--- src/rtl/tcrb_pkg.sv ---
/*
 * tcrb_pkg: constants shared by the capture/reload/baud timer.
 * assumes an 8-bit special function register bus with 8-bit addresses.
 */
package tcrb_pkg;
    localparam logic [7:0] TCRB_ADDR_CTRL   = 8'hc9;
    localparam logic [7:0] TCRB_ADDR_RCAP_L = 8'he4;
    localparam logic [7:0] TCRB_ADDR_RCAP_H = 8'he5;
    // count byte addresses are not fixed by the map; chosen here
    localparam logic [7:0] TCRB_ADDR_CNT_L  = 8'he6;
    localparam logic [7:0] TCRB_ADDR_CNT_H  = 8'he7;

    localparam int TCRB_BIT_OVF   = 7;
    localparam int TCRB_BIT_EXF   = 6;
    localparam int TCRB_BIT_RXSEL = 5;
    localparam int TCRB_BIT_TXSEL = 4;
    localparam int TCRB_BIT_EXEN  = 3;
    localparam int TCRB_BIT_RUN   = 2;
    localparam int TCRB_BIT_CSRC  = 1;
    localparam int TCRB_BIT_CAPRL = 0;

    localparam logic [7:0]  TCRB_CTRL_RESET = 8'h00;
    localparam logic [7:0]  TCRB_BYTE_RESET = 8'h00;
    localparam logic [15:0] TCRB_CNT_MAX    = 16'hffff;
    localparam logic [15:0] TCRB_CNT_ONE    = 16'h0001;

    // prescale divisors of the system clock
    localparam logic [3:0] TCRB_DIV_SLOW = 4'hb; // divide by 12, count-1
    localparam logic [3:0] TCRB_DIV_BAUD = 4'h1; // divide by 2, count-1
    localparam logic [3:0] TCRB_DIV_ZERO = 4'h0;

    typedef enum logic [1:0] {
        TCRB_MODE_CAPTURE,
        TCRB_MODE_RELOAD,
        TCRB_MODE_BAUD
    } tcrb_mode_t;
endpackage

--- src/rtl/tcrb_timer.sv ---
/*
 * tcrb_timer: 16-bit counter/timer with capture, auto-reload and
 * baud tick generation for the second serial port.
 * also holds the pin falling-edge detector that the timer uses twice.
 * assumes a byte-wide register bus in the clock domain, single-cycle
 * write and read strobes, and asynchronous count and trigger pins.
 */
// Overview of operation
// - baud mode reloads counter from pair on overflow
// - baud mode: no overflow flag, tick instead
// - either baud select bit forces baud reload mode
// - baud timer function counts at clock/2
// - external count: rate = fin/(16*(65536-reload))
// - baud mode trigger edge sets flag, no reload
// - overflow flag set by hardware, software clears
// - trigger edge capture/reload sets external flag
// - rx select picks this timer for rx clock
// - tx select picks this timer for tx clock
// - trigger enable gates capture or reload edges
// - run bit starts and stops counting
// - source bit: prescaled clock or count pin
// - capture/reload bit chooses operation
// - pair captures count or holds reload value
// - count bytes readable and writable
// - counts up, overflow at ffff goes to 0000 in capture mode, else to the pair
// - capture copies count, sets flag, interrupts
`timescale 1ns/1ps
module tcrb_timer (
    input  wire logic                  clock,
    input  wire logic                  rst_b,
    input  wire logic [7:0]            reg_addr,
    input  wire logic [7:0]            reg_wdata,
    input  wire logic                  reg_wr,
    input  wire logic                  reg_rd,
    output logic [7:0]                 reg_rdata,
    input  wire logic                  prescale_select,
    input  wire logic                  external_count_pin,
    input  wire logic                  external_trigger_pin,
    input  wire logic                  other_timer_ovf,
    output logic                       irq,
    output logic                       rx_shift_tick,
    output logic                       tx_shift_tick,
    output logic                       baud_ovf_tick
);
    import tcrb_pkg::*;

    logic [7:0]  ctrl_ff;
    logic [7:0]  rcap_l_ff;
    logic [7:0]  rcap_h_ff;
    logic [15:0] cnt_ff;
    logic [3:0]  pre_ff;
    logic [7:0]  reg_rdata_ff;
    logic        irq_ff;
    logic        rx_tick_ff;
    logic        tx_tick_ff;
    logic        baud_tick_ff;

    logic        baud_mode;
    logic        run;
    tcrb_mode_t  mode;
    logic [3:0]  pre_limit;
    logic        pre_tick;
    logic        cnt_edge;
    logic        trg_edge;
    logic        inc;
    logic        ovf;
    logic        ext_act;
    logic        do_capture;
    logic        do_reload;
    logic        wr_ctrl;
    logic        wr_rcap_l;
    logic        wr_rcap_h;
    logic        wr_cnt_l;
    logic        wr_cnt_h;
    logic        set_ovf;
    logic        set_exf;
    logic        own_tick;
    logic [7:0]  nxt_ctrl;
    logic [15:0] nxt_cnt;
    logic [7:0]  nxt_rdata;

    // pins: two stages to settle, a third for the edge history
    tcrb_fall_det cnt_fall_u (
        .clock (clock),
        .rst_b (rst_b),
        .pin   (external_count_pin),
        .fall  (cnt_edge)
    );
    tcrb_fall_det trg_fall_u (
        .clock (clock),
        .rst_b (rst_b),
        .pin   (external_trigger_pin),
        .fall  (trg_edge)
    );

    assign baud_mode = ctrl_ff[TCRB_BIT_RXSEL] | ctrl_ff[TCRB_BIT_TXSEL];
    assign run       = ctrl_ff[TCRB_BIT_RUN];

    always_comb begin
        if (baud_mode) begin
            mode = TCRB_MODE_BAUD;
        end else if (ctrl_ff[TCRB_BIT_CAPRL]) begin
            mode = TCRB_MODE_CAPTURE;
        end else begin
            mode = TCRB_MODE_RELOAD;
        end
    end

    // prescaler: baud mode ignores the prescale select
    always_comb begin
        if (baud_mode) begin
            pre_limit = TCRB_DIV_BAUD;
        end else if (prescale_select) begin
            pre_limit = TCRB_DIV_ZERO;
        end else begin
            pre_limit = TCRB_DIV_SLOW;
        end
    end
    assign pre_tick = (pre_ff >= pre_limit);

    always_ff @(posedge clock) begin
        if (!rst_b) begin
            pre_ff <= TCRB_DIV_ZERO;
        end else if (!run || pre_tick) begin
            pre_ff <= TCRB_DIV_ZERO;
        end else begin
            pre_ff <= pre_ff + 4'h1;
        end
    end

    // source select: count pin edges or prescaled clock
    assign inc = run && (ctrl_ff[TCRB_BIT_CSRC] ? cnt_edge
                                                : pre_tick);
    assign ovf = inc && (cnt_ff == TCRB_CNT_MAX);

    assign ext_act    = trg_edge && ctrl_ff[TCRB_BIT_EXEN];
    assign do_capture = ext_act && (mode == TCRB_MODE_CAPTURE);
    // baud mode never reloads from the trigger pin
    assign do_reload  = ovf && (mode != TCRB_MODE_CAPTURE)
                     || ext_act && (mode == TCRB_MODE_RELOAD);

    assign wr_ctrl   = reg_wr && (reg_addr == TCRB_ADDR_CTRL);
    assign wr_rcap_l = reg_wr && (reg_addr == TCRB_ADDR_RCAP_L);
    assign wr_rcap_h = reg_wr && (reg_addr == TCRB_ADDR_RCAP_H);
    assign wr_cnt_l  = reg_wr && (reg_addr == TCRB_ADDR_CNT_L);
    assign wr_cnt_h  = reg_wr && (reg_addr == TCRB_ADDR_CNT_H);
    assign set_ovf   = ovf && !baud_mode;
    assign set_exf   = ext_act;
    assign own_tick  = ovf && baud_mode;

    // count byte addresses are free choices; refuse any that collide
    if (TCRB_ADDR_CNT_L == TCRB_ADDR_CNT_H ||
        TCRB_ADDR_CNT_L == TCRB_ADDR_CTRL ||
        TCRB_ADDR_CNT_H == TCRB_ADDR_CTRL ||
        TCRB_ADDR_CNT_L == TCRB_ADDR_RCAP_L ||
        TCRB_ADDR_CNT_H == TCRB_ADDR_RCAP_L ||
        TCRB_ADDR_CNT_L == TCRB_ADDR_RCAP_H ||
        TCRB_ADDR_CNT_H == TCRB_ADDR_RCAP_H) begin : g_addr_clash
        $error("tcrb_timer: a count byte address overlaps a register");
    end

    // set wins over a simultaneous software clear
    always_comb begin
        nxt_ctrl = wr_ctrl ? reg_wdata : ctrl_ff;
        if (set_ovf) begin
            nxt_ctrl[TCRB_BIT_OVF] = 1'b1;
        end
        if (set_exf) begin
            nxt_ctrl[TCRB_BIT_EXF] = 1'b1;
        end
    end

    always_ff @(posedge clock) begin
        if (!rst_b) begin
            ctrl_ff <= TCRB_CTRL_RESET;
        end else begin
            ctrl_ff <= nxt_ctrl;
        end
    end

    // reload/capture pair; hardware capture beats a software write
    always_ff @(posedge clock) begin
        if (!rst_b) begin
            rcap_l_ff <= TCRB_BYTE_RESET;
            rcap_h_ff <= TCRB_BYTE_RESET;
        end else if (do_capture) begin
            rcap_l_ff <= cnt_ff[7:0];
            rcap_h_ff <= cnt_ff[15:8];
        end else begin
            if (wr_rcap_l) begin
                rcap_l_ff <= reg_wdata;
            end
            if (wr_rcap_h) begin
                rcap_h_ff <= reg_wdata;
            end
        end
    end

    // counter: reload beats increment, software write beats both
    always_comb begin
        nxt_cnt = cnt_ff;
        if (do_reload) begin
            nxt_cnt = {rcap_h_ff, rcap_l_ff};
        end else if (inc) begin
            nxt_cnt = cnt_ff + TCRB_CNT_ONE;
        end
        if (wr_cnt_l) begin
            nxt_cnt[7:0] = reg_wdata;
        end
        if (wr_cnt_h) begin
            nxt_cnt[15:8] = reg_wdata;
        end
    end

    always_ff @(posedge clock) begin
        if (!rst_b) begin
            cnt_ff <= {TCRB_BYTE_RESET, TCRB_BYTE_RESET};
        end else begin
            cnt_ff <= nxt_cnt;
        end
    end

    always_comb begin
        case (reg_addr)
            TCRB_ADDR_CTRL:   nxt_rdata = ctrl_ff;
            TCRB_ADDR_RCAP_L: nxt_rdata = rcap_l_ff;
            TCRB_ADDR_RCAP_H: nxt_rdata = rcap_h_ff;
            TCRB_ADDR_CNT_L:  nxt_rdata = cnt_ff[7:0];
            TCRB_ADDR_CNT_H:  nxt_rdata = cnt_ff[15:8];
            default:          nxt_rdata = TCRB_BYTE_RESET;
        endcase
    end

    always_ff @(posedge clock) begin
        if (!rst_b) begin
            reg_rdata_ff <= TCRB_BYTE_RESET;
        end else if (reg_rd) begin
            reg_rdata_ff <= nxt_rdata;
        end
    end

    // serial port divides the tick by sixteen itself
    always_ff @(posedge clock) begin
        if (!rst_b) begin
            baud_tick_ff <= 1'b0;
            rx_tick_ff   <= 1'b0;
            tx_tick_ff   <= 1'b0;
        end else begin
            baud_tick_ff <= own_tick;
            rx_tick_ff   <= ctrl_ff[TCRB_BIT_RXSEL]
                          ? own_tick : other_timer_ovf;
            tx_tick_ff   <= ctrl_ff[TCRB_BIT_TXSEL]
                          ? own_tick : other_timer_ovf;
        end
    end

    always_ff @(posedge clock) begin
        if (!rst_b) begin
            irq_ff <= 1'b0;
        end else begin
            irq_ff <= nxt_ctrl[TCRB_BIT_OVF]
                    | nxt_ctrl[TCRB_BIT_EXF];
        end
    end

    assign reg_rdata     = reg_rdata_ff;
    assign irq           = irq_ff;
    assign rx_shift_tick = rx_tick_ff;
    assign tx_shift_tick = tx_tick_ff;
    assign baud_ovf_tick = baud_tick_ff;
endmodule

// falling-edge detector behind a synchroniser for one asynchronous pin
module tcrb_fall_det #(
    parameter int STAGES = 2
) (
    input  wire logic clock,
    input  wire logic rst_b,
    input  wire logic pin,
    output logic      fall
);

    // one stage beyond the synchroniser keeps the edge history
    localparam int DEPTH = STAGES + 1;

    logic [DEPTH-1:0] pin_ff;

    // fewer than two stages would let a metastable level reach logic
    if (STAGES < 2) begin : g_bad_depth
        $error("tcrb_fall_det needs at least two synchroniser stages");
    end

    // reset to the pin's idle level so that no false edge follows reset
    always_ff @(posedge clock) begin
        if (!rst_b) begin
            pin_ff <= '1;
        end else begin
            pin_ff <= {pin_ff[DEPTH-2:0], pin};
        end
    end

    // only the last two stages are compared, never the first
    assign fall = pin_ff[DEPTH-1] & ~pin_ff[DEPTH-2];
endmodule

--- config.mk ---
export PLATFORM = sky130hd
export DESIGN_NAME = tcrb_timer
export DESIGN_NICKNAME = d
export VERILOG_FILES = /design/src/rtl/tcrb_pkg.sv /design/src/rtl/tcrb_timer.sv
export SDC_FILE = /design/constraint.sdc
export NUM_CORES = 1
export LEC_CHECK = 0
export BUFFER_PORTS_ARGS = -buffer_cell sky130_fd_sc_hd__buf_2
export CORE_UTILIZATION = 50
export DETAILED_ROUTE_END_ITERATION = 12
export MAX_ROUTING_LAYER = met4
export PLACE_DENSITY = 0.74
export SETUP_SLACK_MARGIN = 0.05
export SYNTH_ARGS = -nofsm -noshare
export SYNTH_HDL_FRONTEND = slang
export SYNTH_SLANG_ARGS = --single-unit
export TNS_END_PERCENT = 1
--- constraint.sdc ---
create_clock -name clock -period 2.4 [get_ports clock]
set_input_delay 0 -clock clock [delete_from_list [all_inputs] [get_ports clock]]
set_output_delay 0 -clock clock [all_outputs]
set_load 0.01 [all_outputs]
Yosys cells after proc, flatten, opt, wreduce, memory -nomap -nowiden
Cells that the tools add are included.
{ "op_classes": {"bitwise": 7, "muxes": 19, "n_addsub": 2, "eq_ne": 7, "n_reduce_logical": 24, "magnitude_cmp": 1} }
{ "ops": {"columns": ["cell", "n"], "rows": [
  ["$mux W8", 7],
  ["$eq A8 B8 Y1 const B", 5],
  ["$pmux W8 S5", 1],
  ["$mux W16", 2],
  ["$add A16 B1 Y16 const B", 1],
  ["$eq A16 B16 Y1 const B", 1],
  ["$logic_and A1 B1 Y1", 13],
  ["$mux W4", 2],
  ["$mux W1", 6],
  ["$reduce_bool A2 Y1", 3],
  ["$reduce_bool A3 Y1", 2],
  ["$add A4 B1 Y4 const B", 1],
  ["$ge A4 B4 Y1", 1],
  ["$not A1 Y1", 3],
  ["$and A1 B1 Y1", 2],
  ["$eq A2 B1 Y1 const B", 1],
  ["$logic_not A1 Y1", 2],
  ["$logic_not A2 Y1", 1],
  ["$logic_or A1 B1 Y1", 2],
  ["$mux W2", 1],
  ["$or A1 B1 Y1", 2],
  ["$reduce_or A2 Y1", 1]
]} }
{ "word_totals": {"wordCells": 74, "in_bits": 24, "reg_bits": 62, "out_inout_bits": 12} }

Depth between registers and ports, before layout
{ "logic_depth": {"ltp_word": 10, "mapped_depth": 11, "ltp_nobuf": 9} }

Hierarchy
Synthesis repeated with hierarchy kept, for this count alone.
{ "hier_totals": {"hier_cells": 387, "hier_area_um2": 3378.2} }
{ "by_module_without_submodules": {"columns": ["module", "area_each_um2", "n_inst", "seq_area_each_um2", "cells_per_inst"], "rows": [
  ["tcrb_timer", 3208.1, 1, 1121.1, 373],
  ["tcrb_fall_det", 85.1, 2, 60.1, 7]
]} }

Worst setup path before layout
OpenSTA, ideal clock, no wires.
{ "synth_path": {"kind": "register to register", "startpoint": "reg ctrl_ff[5]", "endpoint": "reg cnt_ff[1]", "setup_ns": 0.130, "path_slack_ns": -0.141, "arrival_ns": 2.410, "path_buffers": 2, "path_stages_with_launch": 11, "cell_sequence": "dfxtp_1 or3_1 ha_1 nor3_1 a211o_1 or2_1 buf_6 o21ai_4 buf_6 mux2i_1 o22ai_1"} }
{ "synth_via": {"elab_chain_len": 10, "elab_cells_between_ends": 15, "classes_between": "1 x order compare; 1 x eq/ne; 5 x mux; 1 x bitwise; 7 x reduce/logical"} }
{ "synth_lines": {"columns": ["element", "line", "text"], "rows": [
  ["start: declaration", "tcrb_timer.sv:47", "logic [7:0] ctrl_ff;"],
  ["start signal: assignment", "tcrb_timer.sv:177", "ctrl_ff <= nxt_ctrl;"],
  ["$or A1 B1 Y1 *", "tcrb_timer.sv:96", "assign baud_mode = ctrl_ff[TCRB_BIT_RXSEL] | ctrl_ff[TCRB_BIT_TXSEL];"],
  ["$mux W4", "tcrb_timer.sv:111", "if (baud_mode) begin"],
  ["$ge A4 B4 Y1", "tcrb_timer.sv:119", "assign pre_tick = (pre_ff >= pre_limit);"],
  ["$mux W1", "tcrb_timer.sv:132", "assign inc = run && (ctrl_ff[TCRB_BIT_CSRC] ? cnt_edge"],
  ["$logic_and A1 B1 Y1", "tcrb_timer.sv:132", null],
  ["$logic_and A1 B1 Y1", "tcrb_timer.sv:134", "assign ovf = inc && (cnt_ff == TCRB_CNT_MAX);"],
  ["$logic_and A1 B1 Y1", "tcrb_timer.sv:139", "assign do_reload = ovf && (mode != TCRB_MODE_CAPTURE)"],
  ["$logic_or A1 B1 Y1", "tcrb_timer.sv:140", "|| ext_act && (mode == TCRB_MODE_RELOAD);"],
  ["$mux W16", "tcrb_timer.sv:202", "if (do_reload) begin"],
  ["$mux W8", "tcrb_timer.sv:207", "if (wr_cnt_l) begin"],
  ["end signal: assignment", "tcrb_timer.sv:217", "cnt_ff <= {TCRB_BYTE_RESET, TCRB_BYTE_RESET};"],
  ["end signal: assignment", "tcrb_timer.sv:219", "cnt_ff <= nxt_cnt;"],
  ["end: declaration", "tcrb_timer.sv:50", "logic [15:0] cnt_ff;"]
]} }
Every way passes the cells marked *; elsewhere a longest branch is shown, timed or not.
A chain may end at the register's enable or synchronous reset.

Final worst setup path
{ "layout_path": {"startpoint": "reg ctrl_ff[4]", "endpoint": "reg cnt_ff[10]"} }
{ "layout_via": {"elab_chain_len": 10, "elab_cells_between_ends": 15, "classes_between": "1 x order compare; 1 x eq/ne; 5 x mux; 1 x bitwise; 7 x reduce/logical"} }
{ "layout_lines": {"columns": ["element", "line", "text"], "rows": [
  ["$or A1 B1 Y1 *", "tcrb_timer.sv:96", null],
  ["$mux W4", "tcrb_timer.sv:111", null],
  ["$ge A4 B4 Y1", "tcrb_timer.sv:119", null],
  ["$mux W1", "tcrb_timer.sv:132", null],
  ["$logic_and A1 B1 Y1", "tcrb_timer.sv:132", null],
  ["$logic_and A1 B1 Y1", "tcrb_timer.sv:134", null],
  ["$logic_and A1 B1 Y1", "tcrb_timer.sv:139", null],
  ["$logic_or A1 B1 Y1", "tcrb_timer.sv:140", null],
  ["$mux W16", "tcrb_timer.sv:202", null],
  ["$mux W8", "tcrb_timer.sv:210", "if (wr_cnt_h) begin"]
]} }
Marked as above.

==> impl_metrics.env <==
export IMPL_ir_worst_vdd_mv=0.399
export IMPL_io_pins=36
export IMPL_synth_seq_cells=62
export IMPL_outcome="finished, violations left"
export IMPL_p_switching_w=0.000542
export IMPL_antenna_found_initial=0
export IMPL_cts_root_buffer="clkbuf_8"
export IMPL_fin_setup_tns_ns=-0.315
export IMPL_layout_nets=506
export IMPL_cts_clk_slew_worst_paths_ns=0.07
export IMPL_layout_cells_non_filler=559
export IMPL_syn_to_final_growth_pct=25.5
export IMPL_netlist_instances=404
export IMPL_synth_top_area_share_pct=37.2
export IMPL_dieWidth_microns=83.7
export IMPL_avgSynthCellArea_sq_um=8.27
export IMPL_hold_depth=3
export IMPL_cp_arrival_ns=2.71
export IMPL_cts_tree="yes"
export IMPL_ys_flop_type="dfxtp_1"
export IMPL_max_slew_worst_pin_slew_ns=0.662
export IMPL_die_area_sq_um=7010
export IMPL_final_cell_mix="dfxtp_1, nand2_1, nor2_1, buf_4, buf_2"
export IMPL_grt_setup_unrepaired="yes"
export IMPL_rr_startpoint="ctrl_ff[4]$_SDFFE_PN0P_"
export IMPL_grt_max_degree=35
export IMPL_die_h_microns=83.7
export IMPL_fp_row_count=29
export IMPL_cts_htree_levels=3
export IMPL_grt_total_usage_pct=34.3
export IMPL_slew_violations=0
export IMPL_cts_setup_buffers=0
export IMPL_path_class="reg2reg"
export IMPL_ant_nets=0
export IMPL_synth_distinct_cells=61
export IMPL_grt_pass1_vias=3534
export IMPL_portBuffers=35
export IMPL_start_util_pct=52.3
export IMPL_ys_seq_area_share_pct=37.2
export IMPL_crit_fanout=5
export IMPL_clock_latency_ns=0.36
export IMPL_synth_top_area_cell="dfxtp_1"
export IMPL_finalHoldViolCount=0
export IMPL_final_common_cell="dfxtp_1"
export IMPL_gp_congestion=1.02
export IMPL_async_flop_share_pct=0
export IMPL_cp_startpoint="ctrl_ff[4]$_SDFFE_PN0P_"
export IMPL_syn_area_sq_um=3340
export IMPL_switching_share_pct=24.4
export IMPL_power_leakage_nw=1.65
export IMPL_route_detailed_drc=0
export IMPL_drv_cap=0
export IMPL_p_int_w=0.00168
export IMPL_worst_r2r_cell_count=10
export IMPL_placed_cells=531
export IMPL_fin_crit_ns=2.47
export IMPL_drive_gt1_share_pct=24.3
export IMPL_antenna_cells=0
export IMPL_cts_buffer_depth=2
export IMPL_fin_ws_ns=-0.0656
export IMPL_clock_skew_ns=0.00962
export IMPL_setup_viol=11
export IMPL_dp_hpwl_mm=7.45
export IMPL_vias=3704
export IMPL_start_kind="register"
export IMPL_ys_warn_count=0
export IMPL_tritoncts_num_sinks=62
export IMPL_max_slew_margin_pct=55.7
export IMPL_viasPerCell=6.63
export IMPL_dr_first_iter_drc_count=499
export IMPL_synth_edf_count=0
export IMPL_grt_ovfl_total=0
export IMPL_power_density_nw_per_um2=531
export IMPL_fin_crit_sh_pct=103
export IMPL_p_seq_share_pct=46.8
export IMPL_max_freq_ghz=0.406
export IMPL_clockPowerShare_pct=47.1
export IMPL_wl_mm=11.2
export IMPL_core_sq_um=6390
export IMPL_failed_checks="setup timing"
export IMPL_combPwrFrac_pct=6.1
export IMPL_syn_num_nets=433
export IMPL_fin_hold_ws_ns=0.0242
export IMPL_cp_required_ns=2.64
export IMPL_hp_start="reg_wdata[4]"
export IMPL_ys_top_cells_by_area="dfxtp_1, nand2_1, mux2i_1"
export IMPL_n_fill_cell=528
export IMPL_cts_buffers=9
export IMPL_grt_pass1_wl_mm=18.1
export IMPL_cp_end_kind="register"
export IMPL_wl_per_cell_microns=20.0
export IMPL_first_pass_iters=6
export IMPL_hold_class="in2reg"
cell usage after synthesis, types with 6 or more instances:
cell type / number
dfxtp_1: 62
nand2_1: 56
nor2_1: 42
nand3_1: 25
o21ai_0: 20
mux2i_1: 17
a311oi_1: 16
clkbuf_1: 15
a21oi_1: 11
a221oi_1: 11
a22oi_1: 8
nand2b_1: 8
inv_1: 7
xnor2_1: 7
a31oi_1: 6
o22ai_1: 6
cell type report:
cell class | count | area, sq um | share of cell area [%]
multi-input combinational | 311 | 2020 | 48.2
clock inverter | 7 | 98.8 | 2.36
inverter | 8 | 30.0 | 0.717
timing repair buffer | 85 | 578 | 13.8
clock buffer | 9 | 124 | 2.96
sequential | 62 | 1240 | 29.7
tap | 77 | 96.3 | 2.30
critical path: stages (launching register included):
cell      delay (ns)
dfxtp_2         0.32
or3_4           0.38
ha_2            0.19
or4_4           0.49
a21oi_4         0.15
buf_4           0.17
nor4_1          0.06
buf_4           0.13
xor2_1          0.15
a221oi_2        0.25
nor2_1          0.06
cells by family after synthesis:
| group | share of synthesized area, % |
|---|---|
| buffers and inverters | 4.35 |
| DFF | 37.2 |
| and+or+nand+nor | 27.4 |
| muxes | 5.10 |
| AOI/OAI and AO/OA | 20.9 |
| adders and majority gates | 1.87 |
| xor gates and xnor gates | 3.15 |
flip-flops by register name (all words and copies together) (netlist names):
name               flops
baud_ovf_tick          1
cnt_fall_u.pin_ff      3
cnt_ff                16
ctrl_ff                8
irq                    1
pre_ff                 4
rcap_h_ff              8
rcap_l_ff              8
reg_rdata              8
rx_shift_tick          1
trg_fall_u.pin_ff      3
tx_shift_tick          1
final timing paths:
check | end | slack, ns
worst min register to register | cnt_fall_u.pin_ff[1]$_SDFF_PN1_ | 0.42
worst min-delay path | rcap_l_ff[4]$_SDFFE_PN0P_ | 0.02
worst max-delay path | cnt_ff[10]$_SDFFE_PN0P_ | -0.07
worst max register to register | cnt_ff[10]$_SDFFE_PN0P_ | -0.07
what timing repair did:
item | in CTS | in global routing
endpoints found under the hold margin | 27 | 0
setup endpoints to repair | 15 | 17
cloned | 1 | 0
hold buffers | 11 | 0
resized for setup | 6 | 6
pin swaps | 6 | 0
metrics by stage:
stage / setup slack (ns) / area (sq um) / util [%] / total power [W]
after floorplan: -0.0302 / 3340 / - / 0.00112
after global placement: -0.0967 / 3790 / 59.4 / 0.00117
after detailed placement: -0.151 / 3790 / 59.4 / 0.00117
after CTS: -0.0238 / 4170 / 65.3 / 0.00222
after global routing: -0.140 / 4190 / 65.6 / 0.00228
final: -0.0656 / 4190 / 65.6 / 0.00222
metal layers:
| layer | GRT usage (%) | part of all wire, % | vias to the layer above | wire, microns |
|---|---|---|---|---|
| li1 | - | - | 1646 | - |
| met1 | 42.8 | 40 | 1742 | 4490 |
| met2 | 50.8 | 45 | 255 | 5000 |
| met3 | 7.52 | 9.8 | 61 | 1100 |
| met4 | 20.5 | 5.2 | 0 | 578 |
| met5 | - | 0 | - | 0 |
power groups by stage:
stage | registers [W] | clock network (W) | logic, W
5_1_grt | 0.00104 | 0.00110 | 0.000145
4_1_cts | 0.00104 | 0.00105 | 0.000130
2_1_floorplan | 0.00107 | 0 | 0.0000528
3_3_place_gp | 0.00106 | 0 | 0.000108
3_5_place_dp | 0.00106 | 0 | 0.000111
6_report | 0.00104 | 0.00105 | 0.000135
Note: power is estimated with default switching activity, not from simulation.
